`config.mk`:
```
export PLATFORM = sky130hd
export DESIGN_NAME = simb_core
export DESIGN_NICKNAME = d
export VERILOG_FILES = /design/src/simb_pkg.sv /design/src/simb_core.sv
export SDC_FILE = /design/constraint.sdc
export NUM_CORES = 1
export LEC_CHECK = 0
export ABC_AREA = 1
export BUFFER_PORTS_ARGS = -buffer_cell sky130_fd_sc_hd__buf_4
export CAP_MARGIN = 0
export CORE_ASPECT_RATIO = 1.4
export CORE_MARGIN = 4
export CORE_UTILIZATION = 60
export DETAILED_ROUTE_END_ITERATION = 16
export PLACE_DENSITY = 0.8
export REMOVE_ABC_BUFFERS = 1
export SYNTH_ARGS = -nofsm -noshare
export SYNTH_HDL_FRONTEND = slang
export SYNTH_SLANG_ARGS = --single-unit
```
`constraint.sdc`:
```
create_clock -name clk_sys -period 4.62 [get_ports clk_sys]
set_input_delay 0.693 -clock clk_sys [delete_from_list [all_inputs] [get_ports clk_sys]]
set_output_delay 0.693 -clock clk_sys [all_outputs]
set_load 0.005 [all_outputs]
```
`src/simb_pkg.sv`:
```
package simb_pkg;

   // ---------------------------------------------------------------
   // Geometry
   // ---------------------------------------------------------------
   localparam int ROW_W     = 13;
   localparam int COL_W     = 10;
   localparam int BANK_W    = 2;
   localparam int NUM_BANKS = 4;
   localparam int MODE_W    = 12;
   localparam int ADDR_W    = 13;
   localparam int AP_BIT    = 10;

   // ---------------------------------------------------------------
   // Mode field positions and reset value
   // ---------------------------------------------------------------
   localparam int BL_LSB    = 0;
   localparam int BT_BIT    = 3;
   localparam int RL_LSB    = 4;
   localparam int OPM_LSB   = 7;
   localparam int WB_BIT    = 9;
   localparam logic [MODE_W-1:0] MODE_RESET = 12'h000;

   // ---------------------------------------------------------------
   // Burst length and latency codes
   // ---------------------------------------------------------------
   localparam logic [2:0] BL_1    = 3'h0;
   localparam logic [2:0] BL_2    = 3'h1;
   localparam logic [2:0] BL_4    = 3'h2;
   localparam logic [2:0] BL_8    = 3'h3;
   localparam logic [2:0] BL_FULL = 3'h7;
   localparam logic [2:0] RL_2    = 3'h2;
   localparam logic [2:0] RL_3    = 3'h3;

   // ---------------------------------------------------------------
   // Timing
   // ---------------------------------------------------------------
   localparam int CLK_PERIOD_PS = 5000;
   localparam int AP_TIME_NS    = 20;
   localparam int AP_CYCLES     = (AP_TIME_NS * 1000 + CLK_PERIOD_PS - 1) / CLK_PERIOD_PS;

   typedef enum logic [3:0] {
      CMD_INHIBIT, CMD_NOP, CMD_ACTIVE, CMD_READ, CMD_WRITE,
      CMD_TERMINATE, CMD_PRECHARGE, CMD_REFRESH, CMD_LOAD_MODE
   } simb_cmd_t;

   typedef struct packed {
      logic              cs_n;
      logic              ras_n;
      logic              cas_n;
      logic              we_n;
      logic              bank_select_high;
      logic              bank_select_low;
      logic [ADDR_W-1:0] addr;
   } simb_pins_t;

   typedef struct packed {
      logic              valid;
      logic              write;
      logic              first;
      logic [BANK_W-1:0] bank;
      logic [ROW_W-1:0]  row;
      logic [COL_W-1:0]  col;
   } simb_access_t;

endpackage

```
`src/simb_core.sv`:
```
`timescale 1ns/1ps
`default_nettype none

// Behaviour
// - All command, address and data pins are sampled on the rising clock edge.
// - Activate takes the bank-select pair as bank and address lines as row.
// - Read or write takes column address lines 0-9 as burst start column.
// - Four banks, each 8192 rows of 1024 sixteen-bit columns.
// - A new column command is accepted every clock, restarting the burst.
// - Auto precharge closes the row self-timed once a fixed-length burst finishes; full-row bursts never trigger it.
// - Mode loaded before use; held until reprogrammed or power lost.
// - Mode bits: length, type, latency, operating mode, write burst; 10-11 reserved.
// - Lengths 1,2,4,8 for both types; full row only sequential.
// - Full-row bursts are cut short by burst terminate.
// - Bursts of 2,4,8 take block from upper bits, start from lower.
// - Burst wraps to the start of its block, never crossing it.
// - Sequential order increments the in-block offset modulo burst length.
// - Interleaved order is start offset XOR beat count.
// - Full-row burst starts at given column, increments and wraps at row end.
// - Length one accesses only the given column; type bit ignored.
// - First read data after programmed two or three clocks, drive one earlier.
// - Write burst bit set makes writes single-location; reads keep length.
// - Commands decoded from chip select, row, column strobes and write enable.
module simb_core (
   input  wire logic                           clk_sys,
   input  wire logic                           rst_n,
   input  wire simb_pkg::simb_pins_t           pins_in,
   output simb_pkg::simb_access_t              access_out,
   output logic                                read_data_valid,
   output logic                                dq_oe_n,
   output logic [simb_pkg::NUM_BANKS-1:0]      bank_open,
   output logic [simb_pkg::MODE_W-1:0]         operating_mode_settings
);

   // ---------------------------------------------------------------
   // Functions
   // ---------------------------------------------------------------
   function automatic simb_pkg::simb_cmd_t decode_cmd(input simb_pkg::simb_pins_t p);
      simb_pkg::simb_cmd_t c;
      c = simb_pkg::CMD_NOP;
      if (p.cs_n) begin
         c = simb_pkg::CMD_INHIBIT;
      end else begin
         case ({p.ras_n, p.cas_n, p.we_n})
            3'h7: c = simb_pkg::CMD_NOP;
            3'h3: c = simb_pkg::CMD_ACTIVE;
            3'h5: c = simb_pkg::CMD_READ;
            3'h4: c = simb_pkg::CMD_WRITE;
            3'h6: c = simb_pkg::CMD_TERMINATE;
            3'h2: c = simb_pkg::CMD_PRECHARGE;
            3'h1: c = simb_pkg::CMD_REFRESH;
            3'h0: c = simb_pkg::CMD_LOAD_MODE;
            default: c = simb_pkg::CMD_NOP;
         endcase
      end
      return c;
   endfunction

   function automatic logic [simb_pkg::COL_W-1:0] len_mask(input logic [2:0] bl);
      logic [simb_pkg::COL_W-1:0] m;
      m = 10'h000;
      case (bl)
         simb_pkg::BL_2:    m = 10'h001;
         simb_pkg::BL_4:    m = 10'h003;
         simb_pkg::BL_8:    m = 10'h007;
         simb_pkg::BL_FULL: m = 10'h3FF;
         default:           m = 10'h000;
      endcase
      return m;
   endfunction

   function automatic logic [simb_pkg::COL_W-1:0] beat_col(
      input logic [simb_pkg::COL_W-1:0] start,
      input logic [simb_pkg::COL_W-1:0] beat,
      input logic [2:0]                 bl,
      input logic                       interleave
   );
      logic [simb_pkg::COL_W-1:0] m;
      logic [simb_pkg::COL_W-1:0] off;
      m = len_mask(bl);
      if (interleave && bl != simb_pkg::BL_FULL) begin
         off = (start ^ beat) & m;
      end else begin
         off = (start + beat) & m;
      end
      return (start & ~m) | off;
   endfunction

   // ---------------------------------------------------------------
   // Pin sampling
   // ---------------------------------------------------------------
   simb_pkg::simb_pins_t pins_s1_reg;
   simb_pkg::simb_pins_t pins_reg;

   always_ff @(posedge clk_sys) begin
      if (!rst_n) begin
         pins_s1_reg <= '{cs_n: 1'b1, ras_n: 1'b1, cas_n: 1'b1, we_n: 1'b1, default: '0};
         pins_reg    <= '{cs_n: 1'b1, ras_n: 1'b1, cas_n: 1'b1, we_n: 1'b1, default: '0};
      end else begin
         pins_s1_reg <= pins_in;
         pins_reg    <= pins_s1_reg;
      end
   end

   simb_pkg::simb_cmd_t         cmd;
   logic [simb_pkg::BANK_W-1:0] cmd_bank;
   logic                        col_cmd;

   assign cmd      = decode_cmd(pins_reg);
   assign cmd_bank = {pins_reg.bank_select_high, pins_reg.bank_select_low};
   assign col_cmd  = (cmd == simb_pkg::CMD_READ) || (cmd == simb_pkg::CMD_WRITE);

   // ---------------------------------------------------------------
   // Mode register
   // ---------------------------------------------------------------
   logic [simb_pkg::MODE_W-1:0] mode_reg;
   logic [2:0]                  mode_bl;
   logic                        mode_il;
   logic [2:0]                  mode_rl;
   logic                        mode_wb;

   always_ff @(posedge clk_sys) begin
      if (!rst_n) begin
         mode_reg <= simb_pkg::MODE_RESET;
      end else if (cmd == simb_pkg::CMD_LOAD_MODE) begin
         mode_reg <= pins_reg.addr[simb_pkg::MODE_W-1:0];
      end
   end

   assign mode_bl = mode_reg[simb_pkg::BL_LSB +: 3];
   assign mode_il = mode_reg[simb_pkg::BT_BIT];
   assign mode_rl = mode_reg[simb_pkg::RL_LSB +: 3];
   assign mode_wb = mode_reg[simb_pkg::WB_BIT];

   // ---------------------------------------------------------------
   // Burst engine
   // ---------------------------------------------------------------
   logic                        burst_on_reg;
   logic [simb_pkg::COL_W-1:0]  beat_reg;
   logic [simb_pkg::COL_W-1:0]  start_col_reg;
   logic [simb_pkg::BANK_W-1:0] burst_bank_reg;
   logic                        burst_wr_reg;
   logic                        burst_ap_reg;
   logic [2:0]                  burst_bl_reg;

   logic                        now_valid;
   logic [simb_pkg::COL_W-1:0]  now_beat;
   logic [simb_pkg::COL_W-1:0]  now_start;
   logic [2:0]                  now_bl;
   logic                        now_wr;
   logic                        now_ap;
   logic [simb_pkg::BANK_W-1:0] now_bank;
   logic                        now_last;
   logic [simb_pkg::NUM_BANKS-1:0] ap_fire;

   always_comb begin
      now_valid = 1'b0;
      now_beat  = 10'h000;
      now_start = start_col_reg;
      now_bl    = burst_bl_reg;
      now_wr    = burst_wr_reg;
      now_ap    = burst_ap_reg;
      now_bank  = burst_bank_reg;
      if (col_cmd) begin
         now_valid = 1'b1;
         now_start = pins_reg.addr[simb_pkg::COL_W-1:0];
         now_wr    = (cmd == simb_pkg::CMD_WRITE);
         now_ap    = pins_reg.addr[simb_pkg::AP_BIT];
         now_bank  = cmd_bank;
         now_bl    = (now_wr && mode_wb) ? simb_pkg::BL_1 : mode_bl;
      end else if (burst_on_reg && cmd != simb_pkg::CMD_TERMINATE) begin
         now_valid = 1'b1;
         now_beat  = beat_reg;
      end
   end

   assign now_last = (now_bl != simb_pkg::BL_FULL) && (now_beat == len_mask(now_bl));

   always_comb begin
      ap_fire = '0;
      if (now_valid && now_last && now_ap) begin
         ap_fire[now_bank] = 1'b1;
      end
   end

   always_ff @(posedge clk_sys) begin
      if (!rst_n) begin
         burst_on_reg   <= 1'b0;
         beat_reg       <= 10'h000;
         start_col_reg  <= 10'h000;
         burst_bank_reg <= 2'h0;
         burst_wr_reg   <= 1'b0;
         burst_ap_reg   <= 1'b0;
         burst_bl_reg   <= simb_pkg::BL_1;
      end else begin
         burst_on_reg   <= now_valid && !now_last;
         beat_reg       <= now_beat + 10'h001;
         start_col_reg  <= now_start;
         burst_bank_reg <= now_bank;
         burst_wr_reg   <= now_wr;
         burst_ap_reg   <= now_ap;
         burst_bl_reg   <= now_bl;
      end
   end

   // ---------------------------------------------------------------
   // Bank and row state
   // ---------------------------------------------------------------
   logic [simb_pkg::ROW_W-1:0] row_reg [simb_pkg::NUM_BANKS];
   logic [simb_pkg::NUM_BANKS-1:0] open_reg;
   logic [2:0] ap_cnt_reg [simb_pkg::NUM_BANKS];

   always_ff @(posedge clk_sys) begin
      if (!rst_n) begin
         open_reg <= '0;
         for (int b = 0; b < simb_pkg::NUM_BANKS; b++) begin
            row_reg[b]    <= 13'h0000;
            ap_cnt_reg[b] <= 3'h0;
         end
      end else begin
         for (int b = 0; b < simb_pkg::NUM_BANKS; b++) begin
            if (ap_fire[b]) begin
               ap_cnt_reg[b] <= 3'(simb_pkg::AP_CYCLES);
            end else if (ap_cnt_reg[b] != 3'h0) begin
               ap_cnt_reg[b] <= ap_cnt_reg[b] - 3'h1;
               if (ap_cnt_reg[b] == 3'h1) begin
                  open_reg[b] <= 1'b0;
               end
            end
            if (cmd == simb_pkg::CMD_ACTIVE && cmd_bank == 2'(b)) begin
               open_reg[b] <= 1'b1;
               row_reg[b]  <= pins_reg.addr[simb_pkg::ROW_W-1:0];
            end else if (cmd == simb_pkg::CMD_PRECHARGE &&
                         (pins_reg.addr[simb_pkg::AP_BIT] || cmd_bank == 2'(b))) begin
               open_reg[b] <= 1'b0;
            end
         end
      end
   end

   // ---------------------------------------------------------------
   // Access and read data timing
   // ---------------------------------------------------------------
   simb_pkg::simb_access_t acc_reg;
   logic [1:0] rd_sh_reg;
   logic       valid_reg;
   logic       oe_n_reg;
   logic       rd_now;
   logic       valid_next;
   logic       lead_next;

   assign rd_now     = now_valid && !now_wr;
   assign valid_next = (mode_rl == simb_pkg::RL_2) ? rd_sh_reg[0] : rd_sh_reg[1];
   assign lead_next  = (mode_rl == simb_pkg::RL_2) ? rd_now : rd_sh_reg[0];

   always_ff @(posedge clk_sys) begin
      if (!rst_n) begin
         acc_reg <= '0;
      end else begin
         acc_reg.valid <= now_valid;
         acc_reg.write <= now_wr;
         acc_reg.first <= col_cmd;
         acc_reg.bank  <= now_bank;
         acc_reg.row   <= row_reg[now_bank];
         acc_reg.col   <= beat_col(now_start, now_beat, now_bl, mode_il);
      end
   end

   always_ff @(posedge clk_sys) begin
      if (!rst_n) begin
         rd_sh_reg <= 2'h0;
         valid_reg <= 1'b0;
         oe_n_reg  <= 1'b1;
      end else begin
         rd_sh_reg <= {rd_sh_reg[0], rd_now};
         valid_reg <= valid_next;
         oe_n_reg  <= !(lead_next || valid_next);
      end
   end

   assign access_out              = acc_reg;
   assign read_data_valid         = valid_reg;
   assign dq_oe_n                 = oe_n_reg;
   assign bank_open               = open_reg;
   assign operating_mode_settings = mode_reg;
endmodule

`default_nettype wire

```
# [Word level (Yosys, flattened, before mapping)]
# Memory sizes are Yosys's and may differ from the RTL's. A register that Yosys moved wholly into a read port is not among the register bits.
# Cells that the tools add are included.
[totals] regBits=95 latch_bits=0 ramBits=64 mem_bits_ro=32 output_inout_bits=46 n_memories=3
[mem_list] memory="row_reg" words=4 width=13 read_ports=1 rd_clocked_by_memory_dff=1 wr=4 line_no="simb_core.sv:209" text="logic [simb_pkg::ROW_W-1:0] row_reg [simb_pkg::NUM_BANKS];"
[mem_list] memory="(name not given)" words=8 width=4 read_ports=1 rd_clocked_by_memory_dff=1 wr=0 line_no="simb_core.sv:44" text="case ({p.ras_n, p.cas_n, p.we_n})"
[mem_list] memory="ap_cnt_reg" words=4 width=3 read_ports=4 rd_clocked_by_memory_dff=0 wr=4 line_no="simb_core.sv:211" text="logic [2:0] ap_cnt_reg [simb_pkg::NUM_BANKS];"
[op_classes] n_addsub=6 multipliers=0 div_mod_pow=0 n_lt_le_gt_ge=2 n_eq_ne=24 shift=0 mux=94 bitwise_logic=18 n_reduce_logical=44
[op_table] cell="$mux W1" count=68
[op_table] cell="$mux W10" count=6
[op_table] cell="$mux W13" count=4
[op_table] cell="$pmux W10 S4" count=1
[op_table] cell="$reduce_bool A3 Y1" count=12
[op_table] cell="$mux W3" count=11
[op_table] cell="$and A10 B10 Y10" count=3
[op_table] cell="$logic_and A1 B1 Y1" count=17
[op_table] cell="$eq A3 B1 Y1 const B" count=5
[op_table] cell="$ne A3 B1 Y1 const B" count=4
[op_table] cell="$or A1 B1 Y1" count=12
[op_table] cell="$reduce_and A3 Y1" count=4
[op_table] cell="$sub A3 B1 Y3 const B" count=4
[op_table] cell="$add A10 B1 Y10 const B" count=1
[op_table] cell="$add A10 B10 Y10" count=1
[op_table] cell="$eq A10 B10 Y1" count=1
[op_table] cell="$not A10 Y10" count=1
[op_table] cell="$or A10 B10 Y10" count=1
[op_table] cell="$xor A10 B10 Y10" count=1
[op_table] cell="$eq A3 B2 Y1 const B" count=3
[op_table] cell="$eq A4 B2 Y1 const B" count=2
[op_table] cell="$eq A4 B3 Y1 const B" count=2
[op_table] cell="$mux W4" count=2
[op_table] cell="$logic_or A1 B1 Y1" count=6
[op_table] cell="other kinds (12)" count=16

# [Longest topological paths before layout]
# Gate-level depths: netlist (run 1).
[depth] word_depth=17 depth_mapped=25 depth_no_buf=23

# [Least setup slack after synthesis (run 1)]
# Ideal clock, no wire load.
[synth_path] path_type="register to register" startpoint="register pins_reg[18] (netlist name)" endpoint="register acc_reg (netlist bit access_out[8])" setup_time_ns=0.120 arrival_time_ns=2.806 required_time_ns=4.500 setup_slack_ns=1.694 path_stages_with_launch=26 n_path_buf=2 period_less_slack_ns=2.926 path_cell_list="dfxtp_1 > inv_4 > nand2_1 > nor2_2 > nand2_4 > nand2_8 > buf_6 > clkbuf_1 > nand2_1 > o21ai_0 > inv_1 > ha_1 > inv_1 > fa_1 > inv_1 > nand3_1 > nand2_1 > nand2_1 > nand2_1 > a21oi_1 > inv_1 > a21oi_1 > nor2_1 > nor2_1 > xor2_1 > a21oi_1"
[synth_lines] element="start, declared" line_no="simb_core.sv:93" text="simb_pkg::simb_pins_t pins_reg;"
[synth_lines] element="start signal, assigned" line_no="simb_core.sv:101" text="pins_reg <= pins_s1_reg;"
[synth_lines] element="$mux W4 *" line_no="simb_core.sv:41" text="if (p.cs_n) begin"
[synth_lines] element="$eq A4 B2 Y1 or $eq A4 B3 Y1 (tied branches)" line_no="simb_core.sv:111" text="assign col_cmd = (cmd == simb_pkg::CMD_READ) || (cmd == simb_pkg::CMD_WRITE);"
[synth_lines] element="$logic_or A1 B1 Y1 *" line_no="simb_core.sv:111"
[synth_lines] element="$mux W10 *" line_no="simb_core.sv:164" text="if (col_cmd) begin"
[synth_lines] element="named net now_start (one bit)" line_no="simb_core.sv:148" text="logic [simb_pkg::COL_W-1:0] now_start;"
[synth_lines] element="$add A10 B10 Y10 *" line_no="simb_core.sv:84" text="off = (start + beat) & m;"
[synth_lines] element="$and A10 B10 Y10 *" line_no="simb_core.sv:84"
[synth_lines] element="$mux W10 *" line_no="simb_core.sv:81" text="if (interleave && bl != simb_pkg::BL_FULL) begin"
[synth_lines] element="$mux W10 *" line_no="simb_core.sv:257" text="if (!rst_n) begin"
[synth_lines] element="$or A10 B10 Y10 *" line_no="simb_core.sv:86" text="return (start & ~m) | off;"
[synth_lines] element="end, declared" line_no="simb_core.sv:244" text="simb_pkg::simb_access_t acc_reg;"
# The timed path passes the listed nets; every way through them passes the cells marked *. The select of a mux whose other input is x is not followed.
# A chain may end at the register's enable or synchronous reset.

# [Worst setup path after layout (run 1)]
# Same ends and word-level chain as after synthesis.

==> results of run 1 <==
[layer usage]
| layer | global-route usage | up-vias | share of wire |
|---|---|---|---|
| met5 | 0 | - | 0 |
| met3 | 0.0566 | 54 | 0.061 |
| met4 | 0.120 | 0 | 0.034 |
| met2 | 0.453 | 239 | 0.54 |
| met1 | 0.274 | 2663 | 0.37 |
| li1 | - | 2749 | - |
[critical path: cells and delay by family (launching register included)]
family                     cells  cell delay [ps]
and+or+nand+nor               11             1120
xor gates and xnor gates       1              160
buffers and inverters          5              440
adders and majority gates      2              450
DFF                            1              320
AOI/OAI and AO/OA              4              570
[placed cells by master (no fill, tap or decap), types with 8 or more instances in the layout]
| cell | count |
|---|---|
| edfxtp_1 | 64 |
| o21ai_0 | 51 |
| nor2_1 | 113 |
| nand2_1 | 112 |
| a21oi_1 | 57 |
| clkbuf_16 | 17 |
| inv_1 | 108 |
| dfxtp_1 | 112 |
| nor2_2 | 8 |
| nor3_1 | 8 |
| ha_1 | 22 |
| a22oi_1 | 26 |
| xor2_1 | 8 |
| buf_4 | 72 |
| nand3_1 | 31 |
[metrics by stage]
stage | setup WS [ps] | instances | util
after floorplan | 1720 | 782 | -
after global placement | 1500 | 1001 | 0.669
final | 1410 | 1033 | 0.716
after detailed placement | 1440 | 1001 | 0.669
after CTS | 1420 | 1033 | 0.716
after global routing | 984 | 1033 | 0.716
[power by group]
part	internal [W]	total, W	switching, W
registers	0.00171	0.00176	0.0000469
clock network	0.000752	0.00137	0.000614
logic	0.000144	0.000381	0.000237
[path summary, 6_finish.rpt]
path | from | endpoint | slack (ps) | cells after the start
max reg2reg | pins_reg[18] | access_out[8] | 1410 | 23
min | pins_s1_reg[11] | pins_reg[11] | 410 | 2
min reg2reg | pins_s1_reg[11] | pins_reg[11] | 410 | 2
max | pins_reg[18] | access_out[8] | 1410 | 23
[final cells by class]
cell class                      instances  share of cell area
Timing Repair Buffer                   72              0.0632
Clock inverter                         14              0.0155
Inverter                              118              0.0524
Multi-Input combinational cell        488               0.310
Clock buffer                           18              0.0502
Tap cell                              147              0.0215
Sequential cell                       176               0.487
[kinds of logic (layout without fill, tap and decap cells)]
logic type / count (synthesis) / in the layout / synth area share
muxes: 2 / 2 / 0.00270
and+or+nand+nor: 310 / 310 / 0.194
adders and majority gates: 23 / 23 / 0.0399
AOI/OAI and AO/OA: 145 / 145 / 0.111
DFF: 176 / 176 / 0.562
buffers and inverters: 148 / 222 / 0.0804
xor gates and xnor gates: 8 / 8 / 0.00946
==> results_dict.tcl, run 1 <==
set metrics [dict create \
    yosysSeqAreaShare 0.562 \
    synth.largest_area_cell "dfxtp_1" \
    gp_congestion 0.909 \
    numPortBuffers 66 \
    cts_buffers 17 \
    dpl_cell_area_sq_um 7990 \
    finalCriticalPeriod_ps 3210 \
    grt.overflow.total 0 \
    netlist_instances 812 \
    maxCapViolCount 0 \
    yosysMostFrequentCell "nor2_1" \
    yosys_warnings 0 \
    via_count 5705 \
    dieArea_sq_um 14200 \
    route.detailed.drc 0 \
    coreArea_sq_um 11900 \
    crit_chain "inv_4 -> nand2_1 -> nor2_2 -> nand2_4 -> nand2_8 -> nand2_1 -> o21ai_0 -> inv_1 -> ha_1 -> inv_1 -> fa_1 -> inv_1 -> nand3_1 -> nand2_1 -> nand2_1 -> nand2_1 -> a21oi_1 -> inv_1 -> a21oi_1 -> nor2_1 -> nor2_1 -> xor2_1 -> a21oi_1" \
    start_util 0.620 \
    routedWlPerCell_um 16.8 \
    synth_area_sq_um 7400 \
    ir_worst_vdd_v 0.000242 \
    setup-tns-final_ps 0 \
    grt_pass1_vias 5918 \
    worstPathArrival_ps 3490 \
    final-seq-area_sq_um 4160 \
    chipWidth_um 102 \
    clock_path_buffers 2 \
    ctsResizeCount 0 \
    path_common_cell "nand2_1" \
    nNetsFinal 917 \
    clk_pin_slew_worst_paths_ps 70 \
    ys.flop_type "dfxtp_1" \
    setup_violations 0 \
    clk_latency_ps 430 \
    synth_edf_count 64 \
    routed_via_density 5.52 \
    io_pins 67 \
    clockRootBuffer "clkbuf_16" \
    worst_pin_slew_ps 1230 \
    fmax_mhz 311 \
    relSlewSlack 0.179 \
    area_growth_pct 15.4 \
    antenna_left 0 \
    grt_max_degree 69 \
    whs_ps 413 \
    fin_worst_skew_ps 11.9 \
    grt_use_total 0.252 \
    path_class "register to register" \
    cp-end-kind "register" \
    num_antenna_cells 0 \
    hold_violations 0 \
    largest_reg_flops 52 \
    dp_hpwl_um 11800 \
    synthArstFlopShare 0 \
    fin_crit_sh 0.696 \
    crit_required_ps 4890 \
    holdCritPathClass "register to register" \
    drive_gt1_frac 0.170 \
    synth.distinct_cells 42 \
    num_rows 47 \
    fin_area_sq_um 8550 \
    clkSinkCount 176 \
    die_y_um 139 \
    leakage_nw 3.95 \
    status "finished clean" \
    slowest_delay_ps 320 \
    postCtsHoldBufs 0 \
    cts_tree "done" \
    antenna_found_initial 0 \
    drv_slew 0 \
    finalPower_w 0.00351 \
    grt_pass1_wl_um 27700 \
    synth_top_area_frac 0.303 \
    synth-seq-cells 176 \
    n_fill_cell 917 \
    routed_wl_um 17300 \
    yosys-top-cells-count "113 x nor2_1, 112 x dfxtp_1, 112 x nand2_1, 108 x inv_1, 64 x edfxtp_1" \
    avgSynthCellArea_sq_um 9.12 \
    powerDensity_nw_per_um2 410 \
    drt-initial-drc-count 364 \
    rsz0062_at_grt "false" \
    first_pass_iters 5 \
    synthTopCellsByArea "dfxtp_1 30%, edfxtp_1 26%, nor2_1 5.7%" \
    start_kind "register" \
    critPathMaxFanout 34 \
    cts_setup_buffers 0 \
    worst_path_max_delay_cell "dfxtp_1" \
    htree_num_levels 4 \
    multiInputGateArea_sq_um 2650 \
]
(Power assumes the default switching activity.)
==> run 2, diff against run 1 <==
- CORE_UTILIZATION: 60 -> 53
- PLACE_DENSITY: 0.8 -> 0.75
- clock period: 4.62 -> 2.8 ns (I/O delays scaled with it)
==> results_dict.tcl, run 2 (synthesized netlist as in run 1, its figures left out) <==
set metrics [dict create \
    p_clk_frac 0.407 \
    cts_tree "done" \
    num_antenna_cells 0 \
    maxCapViolCount 0 \
    htree_num_levels 4 \
    drt-initial-drc-count 340 \
    grt_use_met2 0.380 \
    powerDensity_nw_per_um2 649 \
    grt_use_total 0.213 \
    p_int_w 0.00449 \
    chipWidth_um 108 \
    start_util 0.548 \
    relSlewSlack 0.499 \
    reg2reg_slack_ps 100 \
    fin_worst_skew_ps 7.34 \
    via_count 5810 \
    whs_ps 176 \
    antenna_found_initial 0 \
    hold_violations 0 \
    drv_slew 0 \
    critPathMaxFanout 8 \
    finalCriticalPeriod_ps 2700 \
    holdCritPathClass "input port to register" \
    routedWlPerCell_um 15.3 \
    worstPathArrival_ps 3050 \
    power_frac_seq 0.488 \
    io_pins 67 \
    p_sw_w 0.00144 \
    ir_worst_vdd_v 0.000385 \
    dp_hpwl_um 11300 \
    final-seq-area_sq_um 4170 \
    grt_pass1_vias 5520 \
    routed_wl_um 16900 \
    cts_buffers 17 \
    worst_pin_slew_ps 746 \
    setup_ws_ps 98.8 \
    clk_latency_ps 420 \
    drive_gt1_frac 0.240 \
    reg2regPathDepth 22 \
    coreArea_sq_um 13500 \
    clk_pin_slew_worst_paths_ps 70 \
    status "finished clean" \
    clock_path_buffers 2 \
    switching_share 0.243 \
    fin_crit_sh 0.965 \
    pwr-share-comb 0.105 \
    crit_required_ps 3150 \
    gp_congestion 0.918 \
    leakage_nw 4.20 \
    grt.overflow.total 0 \
    gr-usage-met3 0.0463 \
    mostFrequentLayoutCell "buf_4" \
    first_pass_iters 5 \
    nNetsFinal 960 \
    num_rows 50 \
    die_y_um 148 \
    path_class "register to register" \
    grt_util_met1 0.256 \
    setup_violations 0 \
    route.detailed.drc 0 \
    dieArea_sq_um 15900 \
    n_fill_cell 1099 \
    clkSinkCount 176 \
    multiInputGateArea_sq_um 2810 \
    numPortBuffers 66 \
    fmax_mhz 370 \
    area_growth_pct 23.5 \
    fin_area_sq_um 9140 \
    start_kind "register" \
    cp-end-kind "register" \
    post-place-ws_ps 34.5 \
    dpl_cell_area_sq_um 8250 \
    antenna_left 0 \
    hold_depth 3 \
    mostFrequentLayoutCells "113 x buf_4, 111 x nor2_1, 108 x nand2_1" \
    grt_max_degree 47 \
    routed_via_density 5.23 \
    grt.busiest_layer "met2" \
    clockRootBuffer "clkbuf_16" \
    grt_pass1_wl_um 26800 \
    largest_reg_flops 52 \
]
-- run 2: path summary, 6_finish.rpt --
| kind | start | endpoint |
|---|---|---|
| worst max-delay path | pins_reg[18] | access_out[8] |
| worst min-delay path | pins_in[11] | pins_s1_reg[11] |
| worst max register to register | pins_reg[18] | access_out[8] |
| worst min register to register | pins_s1_reg[8] | pins_reg[8] |
-- run 2: timing repair --
action / 4_1_cts / 5_1_grt
setup endpoints to repair: 1 / 7
pin swaps: 0 / 8
gates resized for setup: 1 / 41
setup buffers: 0 / 13
gates cloned: 0 / 1
hold buffers: 0 / 0
-- run 2: cell type report --
cell class	count	share of cell area
Clock inverter	13	0.0168
Inverter	118	0.0496
Sequential cell	176	0.456
Multi-Input combinational cell	489	0.308
Timing Repair Buffer	114	0.0940
Clock buffer	19	0.0508
Tap cell	182	0.0249
-- run 2: metal layers --
| metal | part of all wire | routed length [um] | vias up |
|---|---|---|---|
| li1 | - | - | 2850 |
| met1 | 0.39 | 6610 | 2745 |
| met2 | 0.54 | 9100 | 183 |
| met3 | 0.057 | 958 | 32 |
| met4 | 0.016 | 278 | 0 |
| met5 | 0 | 0 | - |
-- run 2: through the flow --
stage                     setup TNS, ps   util  total power (W)  cells
final                                 0  0.676          0.00593   1111
after floorplan                    -101      -          0.00336    782
after global routing               -120  0.676          0.00620   1111
after detailed placement              0  0.610          0.00356   1065
after CTS                             0  0.656          0.00595   1097
after global placement                0  0.610          0.00354   1065
-- run 2: power groups by stage --
| stage | clock network [W] | registers [W] | logic, W |
|---|---|---|---|
| after floorplan | 0 | 0.00293 | 0.000425 |
| after global placement | 0 | 0.00294 | 0.000596 |
| after CTS | 0.00244 | 0.00289 | 0.000613 |
| after detailed placement | 0 | 0.00295 | 0.000608 |
| final | 0.00241 | 0.00289 | 0.000624 |
| after global routing | 0.00255 | 0.00291 | 0.000735 |
-- run 2: critical path, stage by stage (launching register included) --
cell and delay [ps]:
dfxtp_2 340, inv_6 100, nand2_4 70, nor2_4 130, nand2_4 110, nand2_8 140
o21ai_2 70, inv_1 120, ha_4 160, inv_2 40, fa_1 350, inv_1 80
nand3_1 70, nand2_2 90, nand2_1 60, nand2_1 90, a21oi_2 80, inv_1 50
a21oi_1 50, nor2_1 90, nor2_1 60, xor2_1 150, a21oi_1 150
==> run 3, diff against run 2 <==
- CORE_ASPECT_RATIO: 1.4 -> 1.75
- CORE_UTILIZATION: 53 -> 43
- CTS_CLUSTER_SIZE: default -> 25
- PLACE_DENSITY: 0.75 -> default
==> results_dict.tcl, run 3 (synthesized netlist as in run 1, its figures left out) <==
set metrics [dict create \
    status "finished clean" \
    first_pass_iters 5 \
    fmax_mhz 376 \
    dpl_cell_area_sq_um 8310 \
    clk_pin_slew_worst_paths_ps 80 \
    critPathMaxFanout 8 \
    maxCapViolCount 0 \
    finalCriticalPeriod_ps 2660 \
    start_util 0.437 \
    relSlewSlack 0.469 \
    fin_area_sq_um 9070 \
    holdCritPathClass "input port to register" \
    drv_slew 0 \
    post-place-ws_ps -19.3 \
    hold_violations 0 \
    io_pins 67 \
    dieArea_sq_um 19500 \
    coreArea_sq_um 16900 \
    largest_reg_flops 52 \
    cts_tree "done" \
    nNetsFinal 953 \
    final-seq-area_sq_um 4170 \
    num_rows 63 \
    worstPathArrival_ps 2980 \
    fin_crit_sh 0.949 \
    setup_ws_ps 142 \
    grt_use_total 0.186 \
    numPortBuffers 66 \
    n_fill_cell 1567 \
    chipWidth_um 107 \
    antenna_left 0 \
    ir_worst_vdd_v 0.000405 \
    mostFrequentLayoutCell "nor2_1" \
    via_count 5652 \
    finalPower_w 0.00585 \
    grt.overflow.total 0 \
    powerDensity_nw_per_um2 645 \
    clkSinkCount 176 \
    crit_required_ps 3130 \
    grt_pass1_vias 5552 \
    num_antenna_cells 0 \
    clockRootBuffer "clkbuf_16" \
    routed_via_density 4.92 \
    rsz0062_at_grt "true" \
    drive_gt1_frac 0.231 \
    routedWlPerCell_um 15.4 \
    routed_wl_um 17600 \
    setup_violations 0 \
    start_kind "register" \
    htree_num_levels 4 \
    path_class "register to register" \
    clock_path_buffers 2 \
    gp_congestion 0.826 \
    multiInputGateArea_sq_um 2780 \
    mostFrequentLayoutCells "111 x nor2_1, 110 x nand2_1, 108 x dfxtp_1" \
    worst_pin_slew_ps 790 \
    cts_buffers 17 \
    grt_max_degree 34 \
    antenna_found_initial 0 \
    clk_latency_ps 440 \
    leakage_nw 4.13 \
    dp_hpwl_um 12400 \
    cp-end-kind "register" \
    drt-initial-drc-count 295 \
    reg2reg_slack_ps 140 \
    fin_worst_skew_ps 12.2 \
    route.detailed.drc 0 \
    area_growth_pct 22.5 \
    grt_pass1_wl_um 27600 \
    die_y_um 182 \
]
[run 3: final cells by class]
class / instances / area share
Inverter: 118 / 0.0494
Sequential cell: 176 / 0.460
Tap cell: 227 / 0.0313
Timing Repair Buffer: 107 / 0.0894
Clock inverter: 14 / 0.0156
Multi-Input combinational cell: 489 / 0.306
Clock buffer: 18 / 0.0484
[run 3: worst max-delay path: stages (launching register included)]
cell and delay [ps]:
dfxtp_2 330, inv_4 90, nand2_2 80, nor2_4 150, nand2_4 110, nand2_8 130
nand2_1 60, o21ai_0 160, inv_1 90, ha_1 340, nand3_1 110, nand2_2 70
nand2_1 60, nand2_1 70, a21oi_2 160, inv_1 60, a21oi_2 110, nor2_1 50
nor2_1 120, xor2_1 150, a21oi_1 70
[run 3: path summary, 6_finish.rpt]
path,to,cells past startpoint,start
setup / recovery,access_out[8],20,pins_reg[18]
hold / removal,pins_s1_reg[3],3,pins_in[3]
setup reg to reg,access_out[8],20,pins_reg[18]
hold reg to reg,pins_reg[0],2,pins_s1_reg[0]
[run 3: per-stage QoR]
stage / TNS (ps) / hold slack (ps) / utilization / std cells
after floorplan: -101 / 390 / - / 782
after global placement: 0 / 393 / 0.490 / 1111
after detailed placement: -19.3 / 398 / 0.490 / 1111
after CTS: 0 / 143 / 0.525 / 1143
after global routing: -133 / 154 / 0.535 / 1149
final: 0 / 160 / 0.535 / 1149
[run 3: metal layers]
layer | global-route usage | wire, um
met1 | 0.203 | 6850
met2 | 0.335 | 9670
met3 | 0.0366 | 555
met4 | 0.0922 | 570
met5 | 0 | 0
[run 3: repair_timing]
item | in CTS | in global routing
setup buffers | 0 | 5
gates cloned | 0 | 1
pin swaps | 0 | 6
gates resized for setup | 2 | 33
setup endpoints to repair | 1 | 19
hold buffers | 0 | 0
[run 3: where the power goes]
group / total, W / switching, W / internal [W]
clock network: 0.00233 / 0.00112 / 0.00121
logic: 0.000628 / 0.000373 / 0.000255
registers: 0.00289 / 0.0000689 / 0.00282
total: 0.00585 / 0.00156 / 0.00428
